`config.mk`:
```
export PLATFORM = sky130hd
export DESIGN_NAME = ubd_uart_mode1
export DESIGN_NICKNAME = d
export VERILOG_FILES = /design/src/hw/ubd_pkg.sv /design/src/hw/ubd_baud_gen.sv /design/src/hw/ubd_uart_mode1.sv
export SDC_FILE = /design/constraint.sdc
export NUM_CORES = 1
export LEC_CHECK = 0
export BUFFER_PORTS_ARGS = -buffer_cell sky130_fd_sc_hd__buf_4
export CAP_MARGIN = 20
export CORE_ASPECT_RATIO = 0.7
export CORE_MARGIN = 2
export CORE_UTILIZATION = 60
export DETAILED_ROUTE_END_ITERATION = 12
export HOLD_SLACK_MARGIN = 0.06
export PLACE_DENSITY = 0.83
export SLEW_MARGIN = 15
export SYNTH_ARGS = -nofsm -noshare
export SYNTH_HDL_FRONTEND = slang
export SYNTH_SLANG_ARGS = --single-unit
export TNS_END_PERCENT = 100
```
`constraint.sdc`:
```
create_clock -name clock -period 5.9 [get_ports clock]
set_clock_uncertainty 0.1 [all_clocks]
set_input_delay 0.59 -clock clock [delete_from_list [all_inputs] [get_ports clock]]
set_output_delay 0.59 -clock clock [all_outputs]
set_load 0.005 [all_outputs]
```
`src/hw/ubd_pkg.sv`:
```
// constants, states and state records for the mode 1 serial port
// assumes one core clock and a synchronous active-low reset everywhere
package ubd_pkg;

  // ---------------------------------------------------------------
  // frame and sampling figures
  // ---------------------------------------------------------------
  localparam int DATA_BITS = 8;
  localparam int FRAME_BITS = 10;
  localparam logic [3:0] TICK_LAST = 4'hf;   // sixteen ticks per bit
  localparam logic [3:0] TICK_MID = 4'h7;    // centre of the start bit
  localparam logic [2:0] BIT_LAST = 3'h7;
  localparam logic LINE_IDLE = 1'b1;

  // ---------------------------------------------------------------
  // timer figures
  // ---------------------------------------------------------------
  localparam logic [7:0] T1_TOP = 8'hff;
  localparam logic [15:0] T2_TOP = 16'hffff;
  localparam logic [3:0] PRESCALE_LAST = 4'hb;  // divide by 12
  localparam logic [1:0] T1_CLK_CORE = 2'h0;
  localparam logic [1:0] T1_CLK_DIV12 = 2'h1;
  localparam logic [1:0] T1_CLK_EXT = 2'h2;

  // ---------------------------------------------------------------
  // states and state records
  // ---------------------------------------------------------------
  typedef enum logic [1:0] {UBD_IDLE, UBD_START, UBD_DATA, UBD_STOP} ubd_phase_t;

  typedef struct packed {
    logic [7:0] t1;
    logic [15:0] t2;
    logic [3:0] pre;
    logic ext_meta;
    logic ext_s;
    logic ext_prev;
    logic half;
    logic tx_tick16;
    logic rx_tick16;
  } ubd_baud_state_t;

  typedef struct packed {
    ubd_phase_t tx_st;
    logic [3:0] tx_tick;
    logic [2:0] tx_bit;
    logic [7:0] tx_shift;
    logic tx_pin;
    logic rx_meta;
    logic rx_s;
    logic rx_prev;
    ubd_phase_t rx_st;
    logic [3:0] rx_tick;
    logic [2:0] rx_bit;
    logic [7:0] rx_shift;
    logic [7:0] serial_buffer;
    logic ninth_bit;
    logic tx_done;
    logic rx_done;
    logic irq;
    logic busy;
  } ubd_top_state_t;

endpackage

```
`src/hw/ubd_baud_gen.sv`:
```
// timer 1 auto-reload and timer 2 baud generator, giving 16x ticks
// assumes the external count pin is asynchronous to the core clock
`timescale 1ns/1ps
module ubd_baud_gen (
  input wire logic clock,
  input wire logic rst_n,
  input wire logic t1_ext_pin,
  input wire logic [1:0] t1_clk_sel,
  input wire logic [7:0] timer1_reload_byte,
  input wire logic [15:0] t2_reload,
  input wire logic baud_doubler_bit,
  input wire logic tx_src_t2,
  input wire logic rx_src_t2,
  output logic tx_tick16,
  output logic rx_tick16
);

  ubd_pkg::ubd_baud_state_t s, next_s;
  logic t1_en;
  logic t1_ovf;
  logic t2_ovf;
  logic t1_tick16;

  // ---------------------------------------------------------------
  // next state
  // ---------------------------------------------------------------
  always_comb begin
    next_s = s;
    next_s.ext_meta = t1_ext_pin;
    next_s.ext_s = s.ext_meta;
    next_s.ext_prev = s.ext_s;
    // prescaler runs free so the /12 rate does not depend on the select
    next_s.pre = (s.pre == ubd_pkg::PRESCALE_LAST) ? 4'h0 : s.pre + 4'h1;
    if (t1_clk_sel == ubd_pkg::T1_CLK_CORE) begin
      t1_en = 1'b1;
    end else if (t1_clk_sel == ubd_pkg::T1_CLK_DIV12) begin
      t1_en = (s.pre == ubd_pkg::PRESCALE_LAST);
    end else if (t1_clk_sel == ubd_pkg::T1_CLK_EXT) begin
      t1_en = s.ext_s & ~s.ext_prev;   // rising edge of the pin
    end else begin
      t1_en = 1'b0;
    end
    // rollover from top reloads, so the period is 256 minus reload
    t1_ovf = t1_en && (s.t1 == ubd_pkg::T1_TOP);
    if (t1_ovf) begin
      next_s.t1 = timer1_reload_byte;
    end else if (t1_en) begin
      next_s.t1 = s.t1 + 8'h01;
    end
    t2_ovf = (s.t2 == ubd_pkg::T2_TOP);
    next_s.t2 = t2_ovf ? t2_reload : s.t2 + 16'h0001;
    // halving stage: 16x clock is t1 overflow/2, or every overflow doubled
    if (t1_ovf) begin
      next_s.half = ~s.half;
    end
    t1_tick16 = t1_ovf && (baud_doubler_bit || s.half);
    next_s.tx_tick16 = tx_src_t2 ? t2_ovf : t1_tick16;
    next_s.rx_tick16 = rx_src_t2 ? t2_ovf : t1_tick16;
  end

  // ---------------------------------------------------------------
  // state register
  // ---------------------------------------------------------------
  always_ff @(posedge clock) begin
    if (!rst_n) begin
      s <= '0;
    end else begin
      s <= next_s;
    end
  end

  assign tx_tick16 = s.tx_tick16;
  assign rx_tick16 = s.rx_tick16;
endmodule

```
`src/hw/ubd_uart_mode1.sv`:
```
// mode 1 serial port: ten-bit asynchronous transmitter and receiver
// assumes control bits come from core logic on the same clock; rx pin is async
`timescale 1ns/1ps
module ubd_uart_mode1 (
  input wire logic clock,
  input wire logic rst_n,
  input wire logic rx_pin,
  input wire logic t1_ext_pin,
  input wire logic [1:0] t1_clk_sel,
  input wire logic [7:0] timer1_reload_byte,
  input wire logic [15:0] t2_reload,
  input wire logic baud_doubler_bit,
  input wire logic tx_src_t2,
  input wire logic rx_src_t2,
  input wire logic receive_enable,
  input wire logic multiprocessor_check_bit,
  input wire logic interrupt_enable,
  input wire logic wr_serial_buffer,
  input wire logic [7:0] wr_data,
  input wire logic clr_transmit_done,
  input wire logic clr_receive_done,
  output logic tx_pin,
  output logic [7:0] serial_buffer,
  output logic received_ninth_bit_flag,
  output logic transmit_done_flag,
  output logic receive_done_flag,
  output logic serial_irq,
  output logic tx_busy
);

  ubd_pkg::ubd_top_state_t s, next_s;
  logic tx_tick16;
  logic rx_tick16;
  logic rx_load;
  logic rx_stop_done;
  logic tx_done_set;

  // end of a bit window, shared by both directions
  function automatic logic bit_end(input logic [3:0] tick);
    bit_end = (tick == ubd_pkg::TICK_LAST);
  endfunction

  // ---------------------------------------------------------------
  // baud ticks
  // ---------------------------------------------------------------
  ubd_baud_gen u_baud (
    .clock(clock),
    .rst_n(rst_n),
    .t1_ext_pin(t1_ext_pin),
    .t1_clk_sel(t1_clk_sel),
    .timer1_reload_byte(timer1_reload_byte),
    .t2_reload(t2_reload),
    .baud_doubler_bit(baud_doubler_bit),
    .tx_src_t2(tx_src_t2),
    .rx_src_t2(rx_src_t2),
    .tx_tick16(tx_tick16),
    .rx_tick16(rx_tick16)
  );

  // ---------------------------------------------------------------
  // next state
  // ---------------------------------------------------------------
  always_comb begin
    next_s = s;
    tx_done_set = 1'b0;
    rx_load = 1'b0;
    rx_stop_done = 1'b0;

    // transmitter; writes while busy are dropped, also in the stop bit after done rises; software waits for busy low
    case (s.tx_st)
      ubd_pkg::UBD_IDLE: begin
        next_s.tx_pin = ubd_pkg::LINE_IDLE;
        if (wr_serial_buffer) begin
          next_s.tx_shift = wr_data;
          next_s.tx_st = ubd_pkg::UBD_START;
          next_s.tx_tick = 4'h0;
          next_s.tx_pin = 1'b0;
        end
      end
      ubd_pkg::UBD_START: begin
        if (tx_tick16) begin
          next_s.tx_tick = s.tx_tick + 4'h1;
          if (bit_end(s.tx_tick)) begin
            next_s.tx_st = ubd_pkg::UBD_DATA;
            next_s.tx_bit = 3'h0;
            next_s.tx_pin = s.tx_shift[0];
          end
        end
      end
      ubd_pkg::UBD_DATA: begin
        if (tx_tick16) begin
          next_s.tx_tick = s.tx_tick + 4'h1;
          if (bit_end(s.tx_tick)) begin
            if (s.tx_bit == ubd_pkg::BIT_LAST) begin
              next_s.tx_st = ubd_pkg::UBD_STOP;
              next_s.tx_pin = ubd_pkg::LINE_IDLE;
              tx_done_set = 1'b1;
            end else begin
              next_s.tx_bit = s.tx_bit + 3'h1;
              next_s.tx_shift = {1'b0, s.tx_shift[7:1]};
              next_s.tx_pin = s.tx_shift[1];
            end
          end
        end
      end
      default: begin
        if (tx_tick16) begin
          next_s.tx_tick = s.tx_tick + 4'h1;
          if (bit_end(s.tx_tick)) begin
            next_s.tx_st = ubd_pkg::UBD_IDLE;
          end
        end
      end
    endcase

    // receive pin synchroniser; only the second and third stages are looked at
    next_s.rx_meta = rx_pin;
    next_s.rx_s = s.rx_meta;
    next_s.rx_prev = s.rx_s;

    // receiver; a frame already started runs on if enable drops
    case (s.rx_st)
      ubd_pkg::UBD_IDLE: begin
        if (receive_enable && s.rx_prev && !s.rx_s) begin
          next_s.rx_st = ubd_pkg::UBD_START;
          next_s.rx_tick = 4'h0;
        end
      end
      ubd_pkg::UBD_START: begin
        if (rx_tick16) begin
          next_s.rx_tick = s.rx_tick + 4'h1;
          if (s.rx_tick == ubd_pkg::TICK_MID) begin
            // a glitch that is high again at mid-bit is no start bit
            next_s.rx_st = s.rx_s ? ubd_pkg::UBD_IDLE : ubd_pkg::UBD_DATA;
            next_s.rx_tick = 4'h0;
            next_s.rx_bit = 3'h0;
          end
        end
      end
      ubd_pkg::UBD_DATA: begin
        if (rx_tick16) begin
          next_s.rx_tick = s.rx_tick + 4'h1;
          if (bit_end(s.rx_tick)) begin
            next_s.rx_shift = {s.rx_s, s.rx_shift[7:1]};
            next_s.rx_bit = s.rx_bit + 3'h1;
            if (s.rx_bit == ubd_pkg::BIT_LAST) begin
              next_s.rx_st = ubd_pkg::UBD_STOP;
            end
          end
        end
      end
      default: begin
        if (rx_tick16) begin
          next_s.rx_tick = s.rx_tick + 4'h1;
          if (bit_end(s.rx_tick)) begin
            next_s.rx_st = ubd_pkg::UBD_IDLE;
            rx_stop_done = 1'b1;
            rx_load = !s.rx_done && (!multiprocessor_check_bit || s.rx_s);
          end
        end
      end
    endcase

    // load path; a refused frame leaves buffer and flags alone
    if (rx_load) begin
      next_s.serial_buffer = s.rx_shift;
      next_s.ninth_bit = s.rx_s;
    end

    // flags: clear first so a same-cycle set wins
    if (clr_transmit_done) begin
      next_s.tx_done = 1'b0;
    end
    if (clr_receive_done) begin
      next_s.rx_done = 1'b0;
    end
    if (tx_done_set) begin
      next_s.tx_done = 1'b1;
    end
    if (rx_load) begin
      next_s.rx_done = 1'b1;
    end
    next_s.irq = interrupt_enable && (next_s.tx_done || next_s.rx_done);
    next_s.busy = (next_s.tx_st != ubd_pkg::UBD_IDLE);
  end

  // ---------------------------------------------------------------
  // state registers
  // ---------------------------------------------------------------
  always_ff @(posedge clock) begin
    if (!rst_n) begin
      s <= '0;
      s.tx_pin <= ubd_pkg::LINE_IDLE;
      s.rx_meta <= ubd_pkg::LINE_IDLE;
      s.rx_s <= ubd_pkg::LINE_IDLE;
      s.rx_prev <= ubd_pkg::LINE_IDLE;
    end else begin
      s <= next_s;
    end
  end

  // outputs straight from flops
  assign tx_pin = s.tx_pin;
  assign serial_buffer = s.serial_buffer;
  assign received_ninth_bit_flag = s.ninth_bit;
  assign transmit_done_flag = s.tx_done;
  assign receive_done_flag = s.rx_done;
  assign serial_irq = s.irq;
  assign tx_busy = s.busy;
endmodule

```
### After elaboration in Yosys (flattened, before gate mapping)

Cells that the tools add are included.
Widths: inputs -> output; s select.

* output and inout bits: 14
* bits in registers: 85

* bitwise logic cells: 4
* mux-type cells: 50
* reduce and logical (&&, ||, !) cells: 34
* eq/ne operators: 26
* add/subtract/negate cells: 7

Operators with widths (number)
* $mux 9: 4
* $pmux 6 s3: 2
* $mux 6: 4
* $mux 11: 2
* $mux 1: 19
* $mux 18: 1
* $mux 17: 1
* $add 16x1->16 const B: 1
* $eq 16x16->1 const B: 1
* $mux 16: 1
* $mux 2: 8
* $mux 8: 2
* $ne 2x2->1 const B: 8
* $pmux 8 s2: 1
* $reduce_and 5->1: 3
* $reduce_bool 2->1: 7
* $add 4x1->4 const B: 3
* $eq 4x4->1 const B: 3
* $mux 12: 1
* $pmux 3 s2: 2
* $add 8x1->8 const B: 1
* $eq 8x8->1 const B: 1
* $ne 2x1->1 const B: 4
* $reduce_and 4->1: 2
* other kinds (19): 39

### Logic depth before layout (Yosys ltp)

Gate-level depths: netlist (run 1).

* depth after elaboration: 9
* mapped depth: 8
* mapped depth without buffers: 6

### Modules after synthesis

Synthesis (run 1) repeated with hierarchy kept, for this count alone.

* cell total of the unflattened synthesis: 450
* area, all modules: 4149.0 µm²

By module, submodules not included
* ubd_uart_mode1: cells an instance 249, seq. area each 1021.0 µm², area each 2428.6 µm², times used 1
* ubd_baud_gen: cells an instance 201, seq. area each 680.7 µm², area each 1720.4 µm², times used 1

### Worst setup path after synthesis (run 1)

Ideal clock, no wire load.

* path kind: register -> register
* start point: register s[24] in the netlist's numbering
* end point: register s, in the netlist received_ninth_bit_flag
* arrival: 1.696 ns
* buffers on the path: 1
* stages on the path, launching flop included: 7
* period minus slack after synthesis: 1.923 ns
* library setup time: 0.128 ns
* path slack: 3.977 ns
* cell sequence: dfxtp_1 ha_1 nand3_1 a2111oi_0 buf_4 mux2i_1 nor2_1

* word-level cells in the longest chain between the ends: 4

RTL lines
* from (decl): line ubd_uart_mode1.sv:31 `ubd_pkg::ubd_top_state_t s, next_s;`
* from (signal assigned): line ubd_uart_mode1.sv:198 `s <= next_s;`
* $eq 4x4->1: line ubd_uart_mode1.sv:40 `bit_end = (tick == ubd_pkg::TICK_LAST);`
* $mux 1: line ubd_uart_mode1.sv:155 `if (bit_end(s.rx_tick)) begin`
* $mux 1: line ubd_uart_mode1.sv:153 `if (rx_tick16) begin`
* $mux 1: line ubd_uart_mode1.sv:122 `case (s.rx_st)`

Every way passes these cells.
A chain may end at the register's enable or synchronous reset.

### Worst setup path after layout (run 1)

* start point: register u_baud.s[6] in the netlist's numbering
* end point: register u_baud.s[33] in the netlist's numbering

* word-level cells in the longest chain between the ends: 5
* elaborated cells on any way between the ends: 6
* classes of those cells: 1 x eq/ne; 3 x mux; 2 x reduce/logical

RTL lines
* from (decl): line ubd_baud_gen.sv:18 `ubd_pkg::ubd_baud_state_t s, next_s;`
* from (signal assigned): line ubd_baud_gen.sv:68 `s <= next_s;`
* $eq 4x4->1 *: line ubd_baud_gen.sv:37 `t1_en = (s.pre == ubd_pkg::PRESCALE_LAST);`
* $mux 1 *: line ubd_baud_gen.sv:36 `end else if (t1_clk_sel == ubd_pkg::T1_CLK_DIV12) begin`
* $mux 1 *: line ubd_baud_gen.sv:34 `if (t1_clk_sel == ubd_pkg::T1_CLK_CORE) begin`
* $logic_and 1x1->1: line ubd_baud_gen.sv:44 `t1_ovf = t1_en && (s.t1 == ubd_pkg::T1_TOP);`
* $mux 8 / $reduce_bool 2->1 (equally long branches)

Every way passes the cells marked *; elsewhere a longest branch is shown, timed or not.

==> impl_metrics.csv, run 1 <==
group,metric,value,unit
status,status,"finished, final reports clean",
clocking,ctsResizeCount,0,
route,antenna_left,0,
timing,slew_headroom,0.204,
setup_path,r2r_slack,3.46,ns
clocking,clkLatencyLatePin,0.36,ns
place,place_area,4500,µm²
route,via_per_inst,5.89,
global_routing,grt_pass1_vias,3261,
floorplanning,start_util,0.612,
final_layout,n_fill_cell,512,
yosys,synth_top_area_share,0.417,
timing,worst_slack,3.46,ns
setup_path,cp-startpoint,"u_baud.s[6]",
yosys,yosysTopAreaCell,"dfxtp_1",
route,dr_total_vias,3532,
global_routing,overflow,0,
yosys,yosys_warnings,0,
yosys,seq_area_frac_synth,0.417,
yosys,async_reset_ff_frac,0,
timing,hold_ws,0.311,ns
setup_path,arrival,2.59,ns
setup_path,worstReg2RegEnd,"u_baud.s[33]",
final_layout,n_antenna_cell,0,
setup_path,worstSetupPathType,"reg -> reg",
floorplanning,die_y,73.0,µm
yosys,yosysUniqueCellTypes,63,
clocking,cts-htree-levels,3,
setup_path,cpLargestDelayFamily,"compound AO/OA/AOI/OAI gates",
timing,period_minus_slack,2.44,ns
power_and_ir_drop,power.density,246,nW/µm²
setup_path,cp-start-kind,"register",
global_routing,antenna_found_initial,0,
yosys,syn-cell-area,4080,µm²
timing,finalSetupTns,0,ns
place,place_inst,584,
final_layout,final_net_count,561,
final_layout,final_cell_mix,"dfxtp_1, buf_4, nor2_1",
setup_path,path_buf_inv,0,
final_layout,drive_gt1_frac,0.172,
yosys,avgSynthCellArea,8.86,µm²
clocking,clk_path_buf_depth,2,
yosys,syn_nets,520,
floorplanning,coreArea,6660,µm²
timing,setup-violations-final,0,
final_layout,layout_commonest_cell,"dfxtp_1",
clocking,cts-hold-fix-buffers,0,
timing,rsz0062_at_grt,"no",
setup_path,worstPathCellList,"ha_1 > nand4bb_1 > a22oi_1 > nand4_1 > a32o_1",
floorplanning,die_w,103,µm
hold_path,hp-class,"reg -> reg",
clocking,cts_tree,"yes",
floorplanning,row_count,25,
route,first_pass_iters,7,
setup_path,r2r-start,"u_baud.s[6]",
global_routing,grt_start_max_net_pins,40,
setup_path,cp_slowest_cell,"a22oi_1",
yosys,synth_edf_count,0,
setup_path,crit_path_max_incr_delay,0.95,ns
setup_path,path_max_fanout,16,
place,port_buffers,60,
timing,fin_crit_sh,0.414,
setup_path,end_kind,"register",
yosys,synthCells,460,
timing,worst_pin_slew,1.19,ns
timing,drv_slew,0,
power_and_ir_drop,total_power,1.16,mW
global_routing,grt_usage,0.257,
place,gp_congestion,0.824,
route,drt_iter0_markers,227,
setup_path,crit_end,"u_baud.s[33]",
power_and_ir_drop,ir_drop,0.197,mV
yosys,ys_ff_latch,85,
clocking,cts_inserted_buffers,9,
setup_path,crit_cells,5,
final_layout,area_growth,15.9,%
power_and_ir_drop,p_leak,1.80,nW
yosys,synthFlopType,"dfxtp_1",
clocking,cts-root-buf,"clkbuf_8",
final_layout,fin_area,4720,µm²
floorplanning,dieArea,7480,µm²
setup_path,rr_worst_depth,5,
timing,finalHoldViolations,0,
final_layout,final_cells,600,
global_routing,grt_pass1_wl,15100,µm
route,post-route-drc-count,0,
job,drv_cap,0,
clocking,postCtsSetupRepairBufs,0,
place,dp_slack,3.39,ns
floorplanning,num_io_pins,61,
setup_path,critical_path_required,6.05,ns
final_layout,utilization,0.709,
place,post-dp-hpwl,6410,µm
final_layout,seq_area,1700,µm²
clocking,cts.sinks,85,
timing,clock.fmax,410,MHz
clocking,path_clk_slew,0.09,ns
route,wl_per_cell,15.3,µm
yosys,synth.area.top_cells,"dfxtp_1, mux2i_1, nor2_1, ha_1, a21oi_1",
route,wirelength,9200,µm
final_layout,multi_input_area,2180,µm²
[worst register-to-register path, stage by stage, from the launching register on]
cell	delay, ns
dfxtp_1	0.36
ha_1	0.25
nand4bb_1	0.14
a22oi_1	0.95
nand4_1	0.19
a32o_1	0.33
[sequential cells by signal (all words and copies together) (netlist names)]
register                 cells
serial_buffer                8
u_baud.next_s                2
u_baud.s                    30
u_baud.tx_tick16             1
transmit_done_flag           1
receive_done_flag            1
received_ninth_bit_flag      1
s                           35
next_s                       2
tx_busy                      1
tx_pin                       1
serial_irq                   1
u_baud.rx_tick16             1
[worst min-delay path by stage]
stage               start          to  slack, ns  cells after the start
3_5_place_dp   next_s[31]  next_s[30]       0.29                      1
5_1_grt            rx_pin  next_s[31]       0.33                      2
2_1_floorplan  next_s[31]  next_s[30]       0.29                      1
4_1_cts        next_s[31]  next_s[30]       0.31                      1
6_report       next_s[31]  next_s[30]       0.31                      1
3_3_place_gp   next_s[31]  next_s[30]       0.30                      1
[logic make-up (layout without fill, tap and decap cells)]
family	count (synthesis)	after routing	share of synthesized area
AO/OA/AOI/OAI	105	105	0.175
XOR/XNOR	16	16	0.0344
adder cells (fa/ha/maj)	13	13	0.0399
buffers and inverters	42	88	0.0503
flip-flops	85	85	0.417
multiplexers	26	26	0.0638
AND/OR/NAND/NOR	173	173	0.220
[cell usage after synthesis (all sizes together) (3+ instances only)]
library cell	instances
nand3b	3
inv	9
a211oi	9
nor3	9
and3	7
nand3	13
buf	18
dfxtp	85
or3	3
and2	6
clkbuf	14
nor2b	5
a32oi	8
a211o	3
a31oi	6
mux2i	26
a21oi	32
xnor2	10
o211ai	3
nand2b	5
nor4	4
a22oi	3
xor2	6
o21ai	17
nand2	32
nor2	57
and4	5
ha	13
nand4	13
o22ai	3
[per-layer routing]
metal | vias up | share of wire | GRT usage
met5 | - | 0 | 0
met4 | 0 | 0.011 | 0.0815
met3 | 13 | 0.065 | 0.0680
met2 | 127 | 0.45 | 0.390
met1 | 1637 | 0.48 | 0.358
li1 | 1755 | - | -
[where the power goes]
group | switching, mW | internal, mW | leakage [nW]
sequential | 0.0139 | 0.590 | 0.690
combinational | 0.0532 | 0.0488 | 1.00
clock | 0.208 | 0.251 | 0.106
total | 0.275 | 0.890 | 1.80
[area by class of cell]
type / count / share of cell area
clock buffer: 11 / 0.0299
clock inverter: 5 / 0.0177
sequential: 85 / 0.360
inverter: 10 / 0.00794
timing repair buffer: 62 / 0.0985
multi-input combinational: 333 / 0.461
tap: 94 / 0.0249
No activity file was read; power rests on OpenSTA's default activity.
==> run 2, diff against run 1 <==
--- a/config.mk
+++ b/config.mk
@@ -5,14 +5,15 @@
 export SDC_FILE = /design/constraint.sdc
 export NUM_CORES = 1
 export LEC_CHECK = 0
+export ABC_AREA = 1
 export BUFFER_PORTS_ARGS = -buffer_cell sky130_fd_sc_hd__buf_4
 export CAP_MARGIN = 20
 export CORE_ASPECT_RATIO = 0.7
 export CORE_MARGIN = 2
-export CORE_UTILIZATION = 60
+export CORE_UTILIZATION = 51
 export DETAILED_ROUTE_END_ITERATION = 12
 export HOLD_SLACK_MARGIN = 0.06
-export PLACE_DENSITY = 0.83
+export PLACE_DENSITY = 0.75
 export SLEW_MARGIN = 15
 export SYNTH_ARGS = -nofsm -noshare
 export SYNTH_HDL_FRONTEND = slang
==> constraint.sdc (replaced) <==
create_clock -name clock -period 2.24 [get_ports clock]
set_clock_uncertainty 0.1 [all_clocks]
set_input_delay 0.224 -clock clock [delete_from_list [all_inputs] [get_ports clock]]
set_output_delay 0.224 -clock clock [all_outputs]
set_load 0.005 [all_outputs]
==> run 2 against run 1 <==
Compared with the run above:
- cell count grew 26%
- routed wire length is 1.0% lower
- combinational power grew to 3.4 times the previous value
- maximum frequency rose by 26%
- worst hold slack got worse by 0.24 ns
- final area up 9.1%
- register-to-register slack got worse by 3.2 ns
- count of clock-buffer cells in the layout shrank 1
- synthesized cell count is 25% higher
- power rose to 3.2 times the previous value
==> impl_metrics.csv, run 2 <==
group,metric,value,unit
setup_path,crit_path_max_incr_delay,0.43,ns
clocking,path_clk_slew,0.06,ns
yosys,syn_nets,636,
hold_path,hold_end,"u_baud.s[24]",
timing,drv_slew,0,
final_layout,drive_gt1_frac,0.152,
timing,fin_crit_sh,0.863,
route,drt_iter0_markers,209,
timing,finalSetupTns,0,ns
clocking,cts-root-buf,"clkbuf_16",
floorplanning,num_io_pins,61,
place,place_area,4600,µm²
status,status,"finished, final reports clean",
yosys,yosysMostFrequentCell,"nand2_1",
timing,clock.fmax,517,MHz
final_layout,area_growth,24.4,%
setup_path,worstSetupPathType,"reg -> reg",
global_routing,grt_usage,0.217,
yosys,synthCells,576,
final_layout,largest_reg_flops,35,
yosys,async_reset_ff_frac,0,
yosys,yosysTopAreaCell,"dfxtp_1",
setup_path,cp_slowest_cell,"nor3_1",
route,wl_per_cell,12.1,µm
power_and_ir_drop,ir_drop,0.448,mV
clocking,cts_tree,"yes",
place,gp_congestion,0.836,
setup_path,cpLargestDelayFamily,"simple AND/OR/NAND/NOR gates",
timing,rsz0062_at_grt,"no",
yosys,synthFlopType,"dfxtp_1",
power_and_ir_drop,power.density,719,nW/µm²
yosys,seq_area_frac_synth,0.411,
yosys,syn-cell-area,4150,µm²
job,drv_cap,0,
setup_path,worstReg2RegEnd,"s[43]",
yosys,synth.area.top_cells,"dfxtp_1, nand2_1, inv_1, nor2_1, o21ai_0",
clocking,cts.sinks,85,
route,drt-met1-wl,4440,µm
route,dr_wl_met3,541,µm
setup_path,cp-start-kind,"register",
final_layout,n_antenna_cell,0,
final_layout,utilization,0.655,
setup_path,rr_worst_depth,8,
setup_path,cpMostUsedCell,"inv_1",
yosys,yosys_warnings,0,
clocking,clk_path_buf_depth,2,
floorplanning,die_y,79.4,µm
place,post-dp-hpwl,6370,µm
timing,slew_headroom,0.571,
global_routing,antenna_found_initial,0,
global_routing,grt_start_max_net_pins,55,
clocking,cts-htree-levels,3,
setup_path,path_max_fanout,6,
yosys,avgSynthCellArea,7.20,µm²
final_layout,final_net_count,707,
floorplanning,coreArea,7870,µm²
floorplanning,start_util,0.527,
floorplanning,row_count,27,
hold_path,whs_path_depth,5,
power_and_ir_drop,p_leak,2.30,nW
setup_path,r2r-start,"s[49]",
clocking,cts_inserted_buffers,9,
final_layout,regMostFlops,"s",
clocking,clkLatencyLatePin,0.35,ns
setup_path,critical_path_required,2.34,ns
setup_path,worstPathCellList,"inv_1 > ha_1 > nand2_1 > inv_1 > nor3_1 > inv_1 > nand2_1 > a21oi_1",
route,wirelength,9110,µm
final_layout,fin_area,5150,µm²
yosys,netlist_top_cells_count,"nand2_1, dfxtp_1, inv_1, nor2_1, o21ai_0",
timing,worst_pin_slew,0.643,ns
route,first_pass_iters,5,
yosys,yosysUniqueCellTypes,39,
setup_path,arrival,2.03,ns
route,wl_met2,4020,µm
route,dr_total_vias,3810,
floorplanning,die_w,112,µm
final_layout,layout_commonest_cell,"nand2_1",
global_routing,overflow,0,
timing,period_minus_slack,1.93,ns
clocking,ctsResizeCount,0,
yosys,synth_top_area_share,0.411,
setup_path,r2r_slack,0.31,ns
hold_path,hp-class,"in -> reg",
floorplanning,dieArea,8880,µm²
place,port_buffers,60,
setup_path,end_kind,"register",
timing,setup-violations-final,0,
final_layout,final_cell_mix,"nand2_1, dfxtp_1, inv_1, nor2_1, buf_4",
yosys,ys_ff_latch,85,
timing,finalHoldViolations,0,
global_routing,grt_pass1_vias,3642,
route,post-route-drc-count,0,
route,via_per_inst,5.06,
route,antenna_left,0,
global_routing,grt_pass1_wl,15700,µm
hold_path,worstHoldStart,"t2_reload[14]",
setup_path,path_buf_inv,3,
yosys,synth_edf_count,0,
route,highest_layer,"met4",
-- run 2: changes by cell type after synthesis, moves of 7 or more --
cell | previous run | this run
a21oi_1 | 32 | 47
a32oi_1 | 8 | 0
and3_1 | 7 | 0
clkbuf_1 | 14 | 6
inv_1 | 9 | 78
mux2i_1 | 26 | 0
nand2_1 | 32 | 104
nand3_1 | 12 | 31
nand4_1 | 12 | 2
nor2_1 | 57 | 78
o21ai_0 | 14 | 56
-- run 2: worst max-delay path by stage --
stage                            start            to  slack (ns)  cells after the start
after floorplan                  s[49]         s[42]        0.60                      7
after detailed placement         s[49]         s[43]        0.34                      8
after global routing             s[49]         s[43]         0.1                      8
final                            s[49]         s[43]        0.31                      8
after global placement    u_baud.s[10]  u_baud.s[25]        0.49                      8
after CTS                        s[49]         s[43]        0.32                      8
-- run 2: routing by layer --
| metal | track usage | vias up |
|---|---|---|
| met5 | 0 | - |
| met3 | 0.0752 | 13 |
| li1 | - | 1983 |
| met4 | 0.0519 | 0 |
| met2 | 0.365 | 112 |
| met1 | 0.270 | 1702 |
-- run 2: repair_timing --
action,in CTS,in global routing
hold buffers,20,0
hold endpoints to repair,20,0
endpoints found under the setup margin,0,0
setup buffers,0,0
-- run 2: cell type report --
| class | count | area, µm² |
|---|---|---|
| repair buffers | 82 | 666 |
| fillers | 693 | 2720 |
| flip-flops and latches | 85 | 1700 |
| inverters | 79 | 297 |
| clock inverters | 6 | 118 |
| clock buffers | 10 | 239 |
| well taps | 101 | 126 |
| multi-input cells | 390 | 2010 |
-- run 2: per-stage QoR --
stage / hold slack, ns / setup slack [ns] / total power [mW] / std cells
after floorplan: 0.222 / 0.603 / 1.82 / 576
after global placement: 0.296 / 0.488 / 1.93 / 717
after detailed placement: 0.306 / 0.336 / 1.94 / 717
after CTS: 0.0677 / 0.318 / 3.74 / 753
after global routing: 0.0830 / 0.0979 / 3.86 / 753
final: 0.0673 / 0.307 / 3.71 / 753
-- run 2: worst min-delay path, cell delays in order --
cell	delay, ns
buf_4	0.08
nand2_1	0.04
nand3_1	0.06
nand2_1	0.05
inv_1	0.04
-- run 2: report_power, final --
group	internal, mW	switching [mW]	leakage [nW]
Sequential	1.56	0.0335	0.691
Clock	1.13	0.634	0.171
Combinational	0.161	0.188	1.44
Total	2.85	0.855	2.30
-- run 2: logic make-up (layout without fill, tap and decap cells) --
family / after synthesis / after routing / synth area share
adders and majority gates: 13 / 13 / 0.0392
AOI/OAI and AO/OA: 124 / 124 / 0.161
DFF: 85 / 85 / 0.411
and+or+nand+nor: 238 / 238 / 0.252
buffers and inverters: 101 / 177 / 0.105
xor gates and xnor gates: 15 / 15 / 0.0317
==> run 3, diff against run 2 <==
--- a/config.mk
+++ b/config.mk
@@ -13,7 +13,7 @@
 export CORE_UTILIZATION = 51
 export DETAILED_ROUTE_END_ITERATION = 12
 export HOLD_SLACK_MARGIN = 0.06
-export PLACE_DENSITY = 0.75
+export PLACE_DENSITY = 0.85
 export SLEW_MARGIN = 15
 export SYNTH_ARGS = -nofsm -noshare
 export SYNTH_HDL_FRONTEND = slang
==> run 3 against run 2 <==
Compared with the run above:
- die area unchanged
- worst hold slack better by 0.0074 ns
- sequential share of layout area up 0.78 points
- critical path type unchanged
==> impl_metrics.csv, run 3 (same netlist as run 2, synthesis figures left out) <==
group,metric,value,unit
global_routing,antenna_found_initial,0,
clocking,cts-root-buf,"clkbuf_16",
global_routing,grt_pass1_vias,3701,
floorplanning,die_w,112,µm
route,antenna_left,0,
place,post-dp-hpwl,6470,µm
route,via_per_inst,5.08,
timing,fin_crit_sh,0.831,
job,drv_cap,0,
route,post-route-drc-count,0,
power_and_ir_drop,ir_drop,0.459,mV
timing,setup-violations-final,0,
hold_path,hp-class,"in -> reg",
final_layout,area_growth,21.5,%
power_and_ir_drop,p_leak,2.25,nW
setup_path,path_max_fanout,14,
final_layout,fin_area,5040,µm²
timing,period_minus_slack,1.86,ns
final_layout,final_net_count,705,
setup_path,critical_path_required,2.36,ns
setup_path,end_kind,"register",
final_layout,largest_reg_flops,35,
final_layout,seq_area,1700,µm²
final_layout,final_cells,751,
place,gp_congestion,0.864,
power_and_ir_drop,power.density,647,nW/µm²
clocking,cts.sinks,85,
final_layout,layout_commonest_cell,"nand2_1",
floorplanning,row_count,27,
route,drt_iter0_markers,210,
timing,slew_headroom,0.653,
timing,finalHoldViolations,0,
clocking,ctsResizeCount,0,
final_layout,n_antenna_cell,0,
timing,drv_slew,0,
setup_path,arrival,1.98,ns
place,place_inst,718,
final_layout,drive_gt1_frac,0.151,
floorplanning,coreArea,7870,µm²
place,port_buffers,60,
timing,worst_slack,0.378,ns
timing,clock.fmax,537,MHz
floorplanning,num_io_pins,61,
clocking,clkLatencyLatePin,0.34,ns
place,place_area,4610,µm²
place,dp_slack,0.420,ns
final_layout,regMostFlops,"s",
final_layout,utilization,0.640,
final_layout,multi_input_area,2010,µm²
clocking,cts_inserted_buffers,9,
status,status,"finished, final reports clean",
global_routing,overflow,0,
route,first_pass_iters,5,
floorplanning,start_util,0.527,
clocking,cts-htree-levels,3,
power_and_ir_drop,total_power,3.26,mW
global_routing,grt_start_max_net_pins,55,
final_layout,n_fill_cell,704,
global_routing,grt_pass1_wl,15800,µm
timing,rsz0062_at_grt,"no",
route,dr_total_vias,3812,
floorplanning,die_y,79.4,µm
timing,hold_ws,0.0747,ns
final_layout,final_cell_mix,"nand2_1, dfxtp_1, inv_1, nor2_1, buf_4",
route,wirelength,9090,µm
clocking,cts-hold-fix-buffers,17,
setup_path,worstSetupPathType,"reg -> reg",
global_routing,grt_usage,0.217,
timing,worst_pin_slew,0.521,ns
clocking,path_clk_slew,0.06,ns
clocking,cts_tree,"yes",
route,wl_per_cell,12.1,µm
setup_path,cp-start-kind,"register",
clocking,clk_path_buf_depth,2,
clocking,postCtsSetupRepairBufs,0,
floorplanning,dieArea,8880,µm²
timing,finalSetupTns,0,ns
-- run 3: final cells by class --
cell class | instances | area share
Clock inverter | 5 | 0.00547
Clock buffer | 11 | 0.0462
Timing Repair Buffer | 80 | 0.128
Multi-Input combinational cell | 390 | 0.399
Sequential cell | 85 | 0.338
Inverter | 79 | 0.0589
Tap cell | 101 | 0.0251
-- run 3: path summary, 6_finish.rpt --
| kind | start | end | slack (ns) | depth (start not counted) |
|---|---|---|---|---|
| worst max register to register | u_baud.s[10] | u_baud.s[10] | 0.38 | 6 |
| worst min-delay path | t2_reload[12] | u_baud.s[22] | 0.07 | 3 |
| worst max-delay path | u_baud.s[10] | u_baud.s[10] | 0.38 | 6 |
| worst min register to register | u_baud.next_s[4] | u_baud.next_s[3] | 0.32 | 2 |
-- run 3: worst max-delay path, stage by stage (launching register included) --
cell,delay (ns)
dfxtp_1,0.36
ha_1,0.27
nand3_2,0.13
nor3_4,0.22
nand3_2,0.28
o21ai_0,0.31
a21oi_1,0.07
-- run 3: metal layers --
layer	vias up	GRT usage	share of wire
met5	-	0	0
met4	0	0.0864	0.014
met3	14	0.0569	0.059
met2	117	0.373	0.47
met1	1696	0.262	0.46
li1	1985	-	-
-- run 3: power breakdown --
| part | total (mW) | internal (mW) | switching [mW] | leakage, nW |
|---|---|---|---|---|
| combinational | 0.345 | 0.159 | 0.186 | 1.43 |
| clock | 1.32 | 0.743 | 0.576 | 0.129 |
| sequential | 1.60 | 1.56 | 0.0346 | 0.691 |
| total | 3.26 | 2.46 | 0.796 | 2.25 |
